File: src/common/eeprom_access_pkg.sv
// package: register map, field layout, keys and timing of the data eeprom access block
package eeprom_access_pkg;

    localparam int unsigned AXI_AW = 8;

    // byte offsets on the axi4-lite bus
    localparam logic [AXI_AW-1:0] ADDRESS_REG_OFS = 8'h00;
    localparam logic [AXI_AW-1:0] DATA_REG_OFS = 8'h04;
    localparam logic [AXI_AW-1:0] CONTROL_REG_OFS = 8'h08;
    localparam logic [AXI_AW-1:0] UNLOCK_REG_OFS = 8'h0C;
    localparam logic [AXI_AW-1:0] IRQ_FLAGS_OFS = 8'h10;
    localparam logic [AXI_AW-1:0] IRQ_CLEAR_OFS = 8'h14;
    localparam logic [AXI_AW-1:0] IRQ_ENABLE_OFS = 8'h18;

    // control register fields, same order as control_type below
    localparam int unsigned READ_STROBE_BIT = 0;
    localparam int unsigned WRITE_LAUNCH_BIT = 1;
    localparam int unsigned STORE_PERMIT_BIT = 2;
    // interrupt flag, clear and enable registers share this layout
    localparam int unsigned STORE_DONE_BIT = 7;

    localparam logic [7:0] UNLOCK_KEY_FIRST = 8'h55;
    localparam logic [7:0] UNLOCK_KEY_SECOND = 8'hAA;

    localparam logic [1:0] RESP_OKAY = 2'h0;
    localparam logic [1:0] RESP_SLVERR = 2'h2;

    localparam int unsigned CLK_PERIOD_NS = 4;
    localparam int unsigned POWERUP_TIME_MS = 72;
    localparam int unsigned POWERUP_CYCLES = POWERUP_TIME_MS * 1000000 / CLK_PERIOD_NS;
    localparam int unsigned WRITE_TIME_NS = 4000;
    localparam int unsigned WRITE_CYCLES = WRITE_TIME_NS / CLK_PERIOD_NS;
    // longest allowed span from first key to launch
    localparam int unsigned SEQ_MAX_CYCLES = 32;

    typedef struct packed {
        logic store_permit_bit;
        logic write_launch;
        logic read_strobe;
    } control_type;

    typedef enum logic [1:0] {
        UL_IDLE,
        UL_FIRST,
        UL_ARMED
    } unlock_state_type;

endpackage : eeprom_access_pkg

File: src/verilog/data_eeprom_access_control.sv
// data eeprom access control: axi4-lite registers, unlock guard, write timer and byte array
//
// Contract
// software sets the address register, then sets read strobe control bit 0
// the addressed byte appears in the data register on the next cycle
// data register holds a read value until another read or software write
// software sets address and data registers before each byte write
// a write starts only after 55h, then AAh to unlock, then launch
// an unlock-to-launch span outside the allowed cycle count suppresses the write
// the launch bit cannot be set while the store permit bit is clear
// hardware never clears the store permit bit except at power-up
// clearing store permit does not abort or alter a running write
// at write end launch clears and store done flag, bit 7, sets
// software clears the store done flag; hardware never clears it (here the power-up reset also clears it)
// power-up clears the store permit bit
// no array write may start while the 72 ms power-up timer runs
// software should mask interrupts across the unlock and launch sequence
// software should keep store permit clear except while updating the array
// the read strobe clears itself once the byte is in the data register
// unlock register stores nothing; a wrong value or other access resets it
//
// Design decisions made here: the AXI4-Lite slave port and the register offsets.
module data_eeprom_access_control #(
    parameter int unsigned AW = 7,
    parameter int unsigned WRITE_CYCLES = eeprom_access_pkg::WRITE_CYCLES,
    parameter int unsigned POWERUP_CYCLES = eeprom_access_pkg::POWERUP_CYCLES,
    parameter int unsigned SEQ_MAX = eeprom_access_pkg::SEQ_MAX_CYCLES
) (
    input logic aclk, // 250 MHz clock
    input logic aresetn, // synchronous power-up reset
    input logic ce, // clock enable, freezes all state when low except while aresetn is low
    input logic [eeprom_access_pkg::AXI_AW-1:0] s_axi_awaddr, // write address
    input logic s_axi_awvalid, // write address valid
    output logic s_axi_awready, // write address ready
    input logic [31:0] s_axi_wdata, // write data
    input logic [3:0] s_axi_wstrb, // write byte strobes
    input logic s_axi_wvalid, // write data valid
    output logic s_axi_wready, // write data ready
    output logic [1:0] s_axi_bresp, // write response
    output logic s_axi_bvalid, // write response valid
    input logic s_axi_bready, // write response ready
    input logic [eeprom_access_pkg::AXI_AW-1:0] s_axi_araddr, // read address
    input logic s_axi_arvalid, // read address valid
    output logic s_axi_arready, // read address ready
    output logic [31:0] s_axi_rdata, // read data
    output logic [1:0] s_axi_rresp, // read response
    output logic s_axi_rvalid, // read data valid
    input logic s_axi_rready, // read data ready
    output logic irq // level interrupt, enabled store done flag
);

    localparam int unsigned DEPTH = 2 ** AW;
    localparam int unsigned WCW = $clog2(WRITE_CYCLES);
    localparam int unsigned PCW = $clog2(POWERUP_CYCLES + 1);
    localparam int unsigned SCW = $clog2(SEQ_MAX + 2);

    typedef struct packed {
        logic [DEPTH-1:0][7:0] mem;
        logic [AW-1:0] addr;
        logic [7:0] data;
        eeprom_access_pkg::control_type ctrl;
        logic [AW-1:0] wr_addr;
        logic [7:0] wr_data;
        logic [WCW-1:0] wr_cnt;
        logic [PCW-1:0] pwrt_cnt;
        eeprom_access_pkg::unlock_state_type ul;
        logic [SCW-1:0] seq_cnt;
        logic store_done_flag;
        logic irq_en;
        logic bvalid;
        logic [1:0] bresp;
        logic rvalid;
        logic [31:0] rdata;
        logic [1:0] rresp;
    } state_type;

    state_type st_ff;
    state_type nxt_st;

    logic aw_go;
    logic ar_go;
    logic lane0;
    logic [7:0] wdat;
    logic [7:0] rd_byte;
    logic ctrl_hit;
    logic rd_hit;
    logic data_hit;
    logic clr_hit;
    logic wr_last;
    logic launch_ok;

    function automatic logic is_mapped(input logic [eeprom_access_pkg::AXI_AW-1:0] ofs);
        is_mapped = ofs == eeprom_access_pkg::ADDRESS_REG_OFS
            || ofs == eeprom_access_pkg::DATA_REG_OFS
            || ofs == eeprom_access_pkg::CONTROL_REG_OFS
            || ofs == eeprom_access_pkg::UNLOCK_REG_OFS
            || ofs == eeprom_access_pkg::IRQ_FLAGS_OFS
            || ofs == eeprom_access_pkg::IRQ_CLEAR_OFS
            || ofs == eeprom_access_pkg::IRQ_ENABLE_OFS;
    endfunction : is_mapped

    function automatic logic [31:0] to_word(input logic [7:0] b);
        to_word = {24'h000000, b};
    endfunction : to_word

    function automatic logic [7:0] flag_byte(input logic b);
        flag_byte = 8'(b) << eeprom_access_pkg::STORE_DONE_BIT;
    endfunction : flag_byte

    // a bus write needs address and data together; a read waits for its answer to drain
    assign aw_go = ce && aresetn && s_axi_awvalid && s_axi_wvalid && !st_ff.bvalid;
    assign ar_go = ce && aresetn && s_axi_arvalid && !st_ff.rvalid;
    assign s_axi_awready = aw_go;
    assign s_axi_wready = aw_go;
    assign s_axi_arready = ar_go;
    assign s_axi_bvalid = st_ff.bvalid;
    assign s_axi_bresp = st_ff.bresp;
    assign s_axi_rvalid = st_ff.rvalid;
    assign s_axi_rdata = st_ff.rdata;
    assign s_axi_rresp = st_ff.rresp;
    assign irq = st_ff.store_done_flag && st_ff.irq_en;

    assign lane0 = s_axi_wstrb[0];
    assign wdat = s_axi_wdata[7:0];
    assign rd_byte = st_ff.mem[st_ff.addr];
    assign ctrl_hit = aw_go && lane0 && s_axi_awaddr == eeprom_access_pkg::CONTROL_REG_OFS;
    assign rd_hit = ctrl_hit && wdat[eeprom_access_pkg::READ_STROBE_BIT];
    assign data_hit = aw_go && lane0 && s_axi_awaddr == eeprom_access_pkg::DATA_REG_OFS;
    assign clr_hit = aw_go && lane0 && s_axi_awaddr == eeprom_access_pkg::IRQ_CLEAR_OFS
        && wdat[eeprom_access_pkg::STORE_DONE_BIT];
    assign wr_last = st_ff.wr_cnt == WCW'(WRITE_CYCLES - 1);
    // permit must already stand before the launching write; its own bit does not count
    assign launch_ok = st_ff.ctrl.store_permit_bit && !st_ff.ctrl.write_launch
        && st_ff.pwrt_cnt == '0
        && st_ff.ul == eeprom_access_pkg::UL_ARMED
        && st_ff.seq_cnt <= SCW'(SEQ_MAX);

    always_comb
    begin
        nxt_st = st_ff;
        if (st_ff.bvalid && s_axi_bready)
        begin
            nxt_st.bvalid = 1'b0;
        end
        if (st_ff.rvalid && s_axi_rready)
        begin
            nxt_st.rvalid = 1'b0;
        end
        // power-up timer runs down once and then stays at zero
        if (st_ff.pwrt_cnt != '0)
        begin
            nxt_st.pwrt_cnt = st_ff.pwrt_cnt - 1'b1;
        end
        // span of the unlock sequence, saturating so a stale one never wraps back in range
        if (st_ff.ul != eeprom_access_pkg::UL_IDLE && st_ff.seq_cnt != '1)
        begin
            nxt_st.seq_cnt = st_ff.seq_cnt + 1'b1;
        end
        if (aw_go)
        begin
            nxt_st.bvalid = 1'b1;
            nxt_st.bresp = is_mapped(s_axi_awaddr) ? eeprom_access_pkg::RESP_OKAY
                : eeprom_access_pkg::RESP_SLVERR;
            nxt_st.ul = eeprom_access_pkg::UL_IDLE;
            if (lane0)
            begin
                case (s_axi_awaddr)
                    eeprom_access_pkg::ADDRESS_REG_OFS:
                    begin
                        nxt_st.addr = wdat[AW-1:0];
                    end
                    eeprom_access_pkg::DATA_REG_OFS:
                    begin
                        nxt_st.data = wdat;
                    end
                    eeprom_access_pkg::CONTROL_REG_OFS:
                    begin
                        // only software moves the permit bit
                        nxt_st.ctrl.store_permit_bit =
                            wdat[eeprom_access_pkg::STORE_PERMIT_BIT];
                        if (wdat[eeprom_access_pkg::READ_STROBE_BIT])
                        begin
                            // strobe is served at once, so it never reads back set
                            nxt_st.data = rd_byte;
                        end
                        if (wdat[eeprom_access_pkg::WRITE_LAUNCH_BIT] && launch_ok)
                        begin

                            nxt_st.ctrl.write_launch = 1'b1;
                            nxt_st.wr_addr = st_ff.addr;
                            nxt_st.wr_data = st_ff.data;
                            nxt_st.wr_cnt = '0;
                        end
                    end
                    eeprom_access_pkg::UNLOCK_REG_OFS:
                    begin

                        if (st_ff.ul == eeprom_access_pkg::UL_IDLE
                            && wdat == eeprom_access_pkg::UNLOCK_KEY_FIRST)
                        begin
                            nxt_st.ul = eeprom_access_pkg::UL_FIRST;
                            nxt_st.seq_cnt = '0;
                        end
                        else if (st_ff.ul == eeprom_access_pkg::UL_FIRST
                            && wdat == eeprom_access_pkg::UNLOCK_KEY_SECOND)
                        begin
                            nxt_st.ul = eeprom_access_pkg::UL_ARMED;
                        end
                    end
                    eeprom_access_pkg::IRQ_CLEAR_OFS:
                    begin
                        if (wdat[eeprom_access_pkg::STORE_DONE_BIT])
                        begin
                            nxt_st.store_done_flag = 1'b0;
                        end
                    end
                    eeprom_access_pkg::IRQ_ENABLE_OFS:
                    begin
                        nxt_st.irq_en = wdat[eeprom_access_pkg::STORE_DONE_BIT];
                    end
                    default:
                    begin
                    end
                endcase
            end
        end
        if (ar_go)
        begin
            nxt_st.rvalid = 1'b1;
            nxt_st.rresp = is_mapped(s_axi_araddr) ? eeprom_access_pkg::RESP_OKAY
                : eeprom_access_pkg::RESP_SLVERR;
            // even a status poll breaks the unlock sequence
            nxt_st.ul = eeprom_access_pkg::UL_IDLE;
            case (s_axi_araddr)
                eeprom_access_pkg::ADDRESS_REG_OFS:
                    nxt_st.rdata = to_word(8'(st_ff.addr));
                eeprom_access_pkg::DATA_REG_OFS:
                    nxt_st.rdata = to_word(st_ff.data);
                eeprom_access_pkg::CONTROL_REG_OFS:
                    nxt_st.rdata = to_word(8'(st_ff.ctrl));
                eeprom_access_pkg::IRQ_FLAGS_OFS:
                    nxt_st.rdata = to_word(flag_byte(st_ff.store_done_flag));
                eeprom_access_pkg::IRQ_ENABLE_OFS:
                    nxt_st.rdata = to_word(flag_byte(st_ff.irq_en));
                default:
                    nxt_st.rdata = '0;
            endcase
        end
        // the running write uses its own latched copy, so permit or register changes
        // cannot touch it; done is applied last so it wins over a same-cycle clear
        if (st_ff.ctrl.write_launch)
        begin
            if (wr_last)
            begin
                nxt_st.mem[st_ff.wr_addr] = st_ff.wr_data;
                nxt_st.ctrl.write_launch = 1'b0;
                nxt_st.store_done_flag = 1'b1;
            end
            else
            begin
                nxt_st.wr_cnt = st_ff.wr_cnt + 1'b1;
            end
        end
        if (!aresetn)
        begin
            // array contents survive reset; everything else restarts
            nxt_st = '0;
            nxt_st.mem = st_ff.mem;
            nxt_st.pwrt_cnt = PCW'(POWERUP_CYCLES);
        end
    end

    always_ff @(posedge aclk)
    begin
        if (ce || !aresetn)
        begin
            st_ff <= nxt_st;
        end
    end

    a_read_fetch: assert property (@(posedge aclk) disable iff (!aresetn)
        rd_hit |=> st_ff.data == $past(rd_byte))
        else $error("read strobe did not load the addressed byte");

    a_read_clear: assert property (@(posedge aclk) disable iff (!aresetn)
        rd_hit |=> !st_ff.ctrl.read_strobe ##1 !st_ff.ctrl.read_strobe)
        else $error("read strobe stayed set");

    a_data_hold: assert property (@(posedge aclk) disable iff (!aresetn)
        !rd_hit && !data_hit |=> $stable(st_ff.data))
        else $error("data register changed without read or write");

    a_launch_unlock: assert property (@(posedge aclk) disable iff (!aresetn)
        $rose(st_ff.ctrl.write_launch) |->
            $past(st_ff.ul) == eeprom_access_pkg::UL_ARMED
            && $past(st_ff.seq_cnt) <= SCW'(SEQ_MAX))
        else $error("write launched without a timely unlock");

    a_launch_permit: assert property (@(posedge aclk) disable iff (!aresetn)
        $rose(st_ff.ctrl.write_launch) |-> $past(st_ff.ctrl.store_permit_bit))
        else $error("write launched with permit clear");

    a_permit_soft: assert property (@(posedge aclk) disable iff (!aresetn)
        $past(aresetn) && $changed(st_ff.ctrl.store_permit_bit) |-> $past(ctrl_hit))
        else $error("permit changed without a control write");

    a_powerup_block: assert property (@(posedge aclk) disable iff (!aresetn)
        $rose(st_ff.ctrl.write_launch) |-> $past(st_ff.pwrt_cnt) == '0)
        else $error("write launched during power-up time");

    a_write_kept: assert property (@(posedge aclk) disable iff (!aresetn)
        st_ff.ctrl.write_launch && !wr_last |=>
            st_ff.ctrl.write_launch && $stable(st_ff.wr_addr) && $stable(st_ff.wr_data))
        else $error("running write was altered");

    a_write_done: assert property (@(posedge aclk) disable iff (!aresetn)
        ce && st_ff.ctrl.write_launch && wr_last |=>
            !st_ff.ctrl.write_launch && st_ff.store_done_flag
            && st_ff.mem[$past(st_ff.wr_addr)] == $past(st_ff.wr_data))
        else $error("write end did not store, clear launch and flag");

    a_flag_sticky: assert property (@(posedge aclk) disable iff (!aresetn)
        st_ff.store_done_flag && !clr_hit |=> st_ff.store_done_flag)
        else $error("store done flag cleared by hardware");

    a_unlock_reset: assert property (@(posedge aclk) disable iff (!aresetn)
        ar_go |=> st_ff.ul == eeprom_access_pkg::UL_IDLE)
        else $error("unlock state survived another access");

    a_bresp_hold: assert property (@(posedge aclk) disable iff (!aresetn)
        st_ff.bvalid && !s_axi_bready |=> st_ff.bvalid && $stable(st_ff.bresp))
        else $error("write response dropped before bready");

    a_permit_reset: assert property (@(posedge aclk)
        !aresetn |=> !st_ff.ctrl.store_permit_bit)
        else $error("permit survived power-up reset");

    a_done_source: assert property (@(posedge aclk) disable iff (!aresetn)
        $rose(st_ff.store_done_flag) |-> $fell(st_ff.ctrl.write_launch))
        else $error("store done flag set without a finished write");

    a_unlock_break: assert property (@(posedge aclk) disable iff (!aresetn)
        aw_go && !(lane0 && s_axi_awaddr == eeprom_access_pkg::UNLOCK_REG_OFS)
            |=> st_ff.ul == eeprom_access_pkg::UL_IDLE)
        else $error("unlock state survived another write");

endmodule : data_eeprom_access_control

File: config.mk
export PLATFORM = sky130hd
export DESIGN_NAME = data_eeprom_access_control
export DESIGN_NICKNAME = d
export VERILOG_FILES = /design/src/common/eeprom_access_pkg.sv /design/src/verilog/data_eeprom_access_control.sv
export SDC_FILE = /design/constraint.sdc
export NUM_CORES = 1
export LEC_CHECK = 0
export ABC_AREA = 1
export BUFFER_PORTS_ARGS = -buffer_cell sky130_fd_sc_hd__buf_2
export CAP_MARGIN = 30
export CORE_ASPECT_RATIO = 0.7
export CORE_MARGIN = 8
export CORE_UTILIZATION = 30
export CTS_BUF_LIST = sky130_fd_sc_hd__clkbuf_8 sky130_fd_sc_hd__clkbuf_16
export CTS_CLUSTER_DIAMETER = 40
export DETAILED_ROUTE_END_ITERATION = 8
export PLACE_DENSITY = 0.41
export SLEW_MARGIN = 20
export SYNTH_ARGS = -nofsm -noshare
export SYNTH_HDL_FRONTEND = slang
export SYNTH_SLANG_ARGS = --single-unit
File: constraint.sdc
create_clock -name aclk -period 4.1 [get_ports aclk]
set_input_delay 0.82 -clock aclk [delete_from_list [all_inputs] [get_ports aclk]]
set_output_delay 0.82 -clock aclk [all_outputs]
set_load 0.01 [all_outputs]
==> results.yml <==
power_and_ir_drop:
  ir_worst_vdd_mv: 0.2920
  p_per_area_nw_per_um2: 475.8
  p_leak_nw: 19.09
route:
  firstDrtPassIters: 5
  drc: 0
  met1Wirelength_mm: 70.72
  routed_wl_mm: 137.0
  met3_wirelength_mm: 7.557
  postRouteAntennaNets: 0
  first_iter_violations: 2848
  drt-vias-per-instance: 4.772
  wl_per_cell_um: 21.67
  vias: 30190
  dr_wl_met2_mm: 56.04
  highest-signal-layer: "met4"
floorplan:
  pin_count: 102
  start_util_pct: 30.15
  die_h_um: 346.4
  std_cell_rows: 121
  die_w_um: 488.0
  coreArea_um2: 155200
  dieArea_um2: 169100
synth:
  synth.top_cells.by_area: "edfxtp_1 (71%), nand3_1 (11%), nand2_1 (9.7%)"
  ys_ff_latch: 1113
  yosys.area.top_type: "edfxtp_1"
  yosysMostFrequentCell: "nand2_1"
  ys_async_sr_fraction_pct: 0
  ys_seq_area_share_pct: 71.43
  netlist_area_um2: 46790
  ys_warn_count: 0
  synth_edf_count: 1113
  syn_inst: 4062
  synthFlopType: "edfxtp_1"
  synth_cell_types: 43
  avgSynthCellArea_um2: 11.52
  yosys-top-cells-count: "nand2_1 (1,204), edfxtp_1 (1,113), nand3_1 (1,005)"
  synth_top_area_share_pct: 71.43
grt:
  grtUsageTotal_pct: 15.81
  grt_max_degree: 132
  grt_pass1_vias: 28780
  overflow: 0
  grt_pass1_wl_mm: 201.7
  antenna_found_initial: 3
timing:
  hold_viol: 0
  slew_headroom_pct: 32.19
  rsz0062_at_grt: "false"
  fmax_ghz: 0.3041
  drv_slew: 0
  setup_tns_ps: 0
  setup_ws_ps: 811.6
  min_period_over_period_pct: 80.21
  tightest_slew_ps: 1017
  period_needed_ps: 3288
  holdWs_ps: 397.8
  setup_viol: 0
  finalClockSkew_ps: 36.33
place:
  port_buffers: 48
  place.gp.congestion: 0.7589
  post-place-ws_ps: 803.2
  dp_hpwl_mm: 77.68
setup_path:
  cp-end-kind: "flip-flop"
  cp.arrival_ps: 3630
  crit_path_max_incr_delay_ps: 870
  cpMaxStageDelayCell: "nor2_1"
  setup.worst_path.start_class: "flip-flop"
  crit_chain: "ha_1, nand2_1, inv_1, nand4_2, nor2_2, nand2_2, nor2_8, nand3_4, nor2_1"
  critPathMaxFanout: 16
  critical_path_class: "flip-flop to flip-flop"
  crit_required_ps: 4440
clock_network:
  cts_tree: "yes"
  path_clk_slew_ps: 60
  cts_buffers: 134
  cts_setup_buffers: 0
  insertion_delay_ps: 750
  htreeDepth: 4
  clockBufferDepth: 3
  ctsHoldBuffers: 0
  clock_tree.root_cell: "clkbuf_16"
  cts.sinks: 1113
  cts-resized-gates: 0
min_path:
  hp-class: "input port to flip-flop"
final_layout:
  ff_latch_area_um2: 33420
  layout.nets: 4189
  fillerInstances: 15350
  syn2layout_area_growth_pct: 15.44
  drive_gt1_share_pct: 10.02
  multi_input_area_um2: 11600
outcome:
  outcome: "completed"
run:
  maxCapViolations: 0
## metal layers
layer / global-route usage [%] / vias up
met5: 0 / -
met4: 4.070 / 0
met3: 2.805 / 173
met2: 21.99 / 708
met1: 24.98 / 14880
li1: - / 14420
## sequential cells by signal (all words and copies together), names as in the netlist
register      count
s_axi_bresp       1
s_axi_bvalid      1
s_axi_rdata       8
s_axi_rresp       1
s_axi_rvalid      1
st_ff          1101
## critical path, delay by kind of cell (launching register included)
kind                     cells  cell delay (ps)
AND/OR/NAND/NOR              7             2210
flip-flops                   1              390
adder cells (fa/ha/maj)      1              180
buffers and inverters        1              110
## worst paths after layout
kind / startpoint / endpoint / slack (ps) / cells after the start
worst min-delay path: s_axi_wdata[5] / st_ff[106] / 400 / 3
worst min register to register: st_ff[72] / st_ff[72] / 580 / 2
worst max register to register: st_ff[73] / st_ff[474] / 810 / 9
worst max-delay path: st_ff[73] / st_ff[474] / 810 / 9
## cell families after synthesis
group           count (synthesis)  synth area share [%]
compound gates                 72                0.8316
flops                        1113                 71.43
buf+inv                       369                 3.990
simple gates                 2495                 23.48
xor+xnor                        7                0.1310
other cells                     1              0.008014
fa+ha+maj                       5                0.1337
## per-stage QoR
stage | area [um2] | instances | power (W) | util [%]
2_1_floorplan | 46890 | 4087 | 0.01354 | -
3_3_place_gp | 49510 | 6075 | 0.01401 | 31.91
3_5_place_dp | 49570 | 6078 | 0.01402 | 31.94
4_1_cts | 54010 | 6323 | 0.02600 | 34.80
5_1_grt | 54020 | 6325 | 0.02656 | 34.81
6_report | 54020 | 6325 | 0.02570 | 34.81
## placed cells by master (no fill, tap or decap), drive strengths merged
master	instances
a31oi	6
or2	4
clkinvlp	9
o22ai	1
nor4	9
nand3b	1
nand2	1207
nand4	17
buf	176
bufinv	11
clkinv	52
o41ai	1
nor3	12
nor3b	1
xnor2	1
conb	26
o221ai	1
edfxtp	1113
a21oi	38
or3	1
inv	126
clkbuf	141
nand3	1015
o21ai	24
o2111a	1
ha	5
xor2	6
and2	1
diode	1
nor2	227
## where the power goes
group	internal [W]	switching, W	leakage (nW)
registers	0.0125	0.0000657	10.2
logic	0.000298	0.000887	6.64
clock network	0.00698	0.00495	2.23
## final cells by class
type,instances,share of cell area (%)
well taps,2091,4.843
diodes,1,0.004633
repair buffers,176,2.886
clock buffers,141,6.532
inverters,94,0.7018
clock inverters,104,1.684
multi-input cells,2605,21.47
flip-flops and latches,1113,61.87
Power figures use the tool's default switching activity.
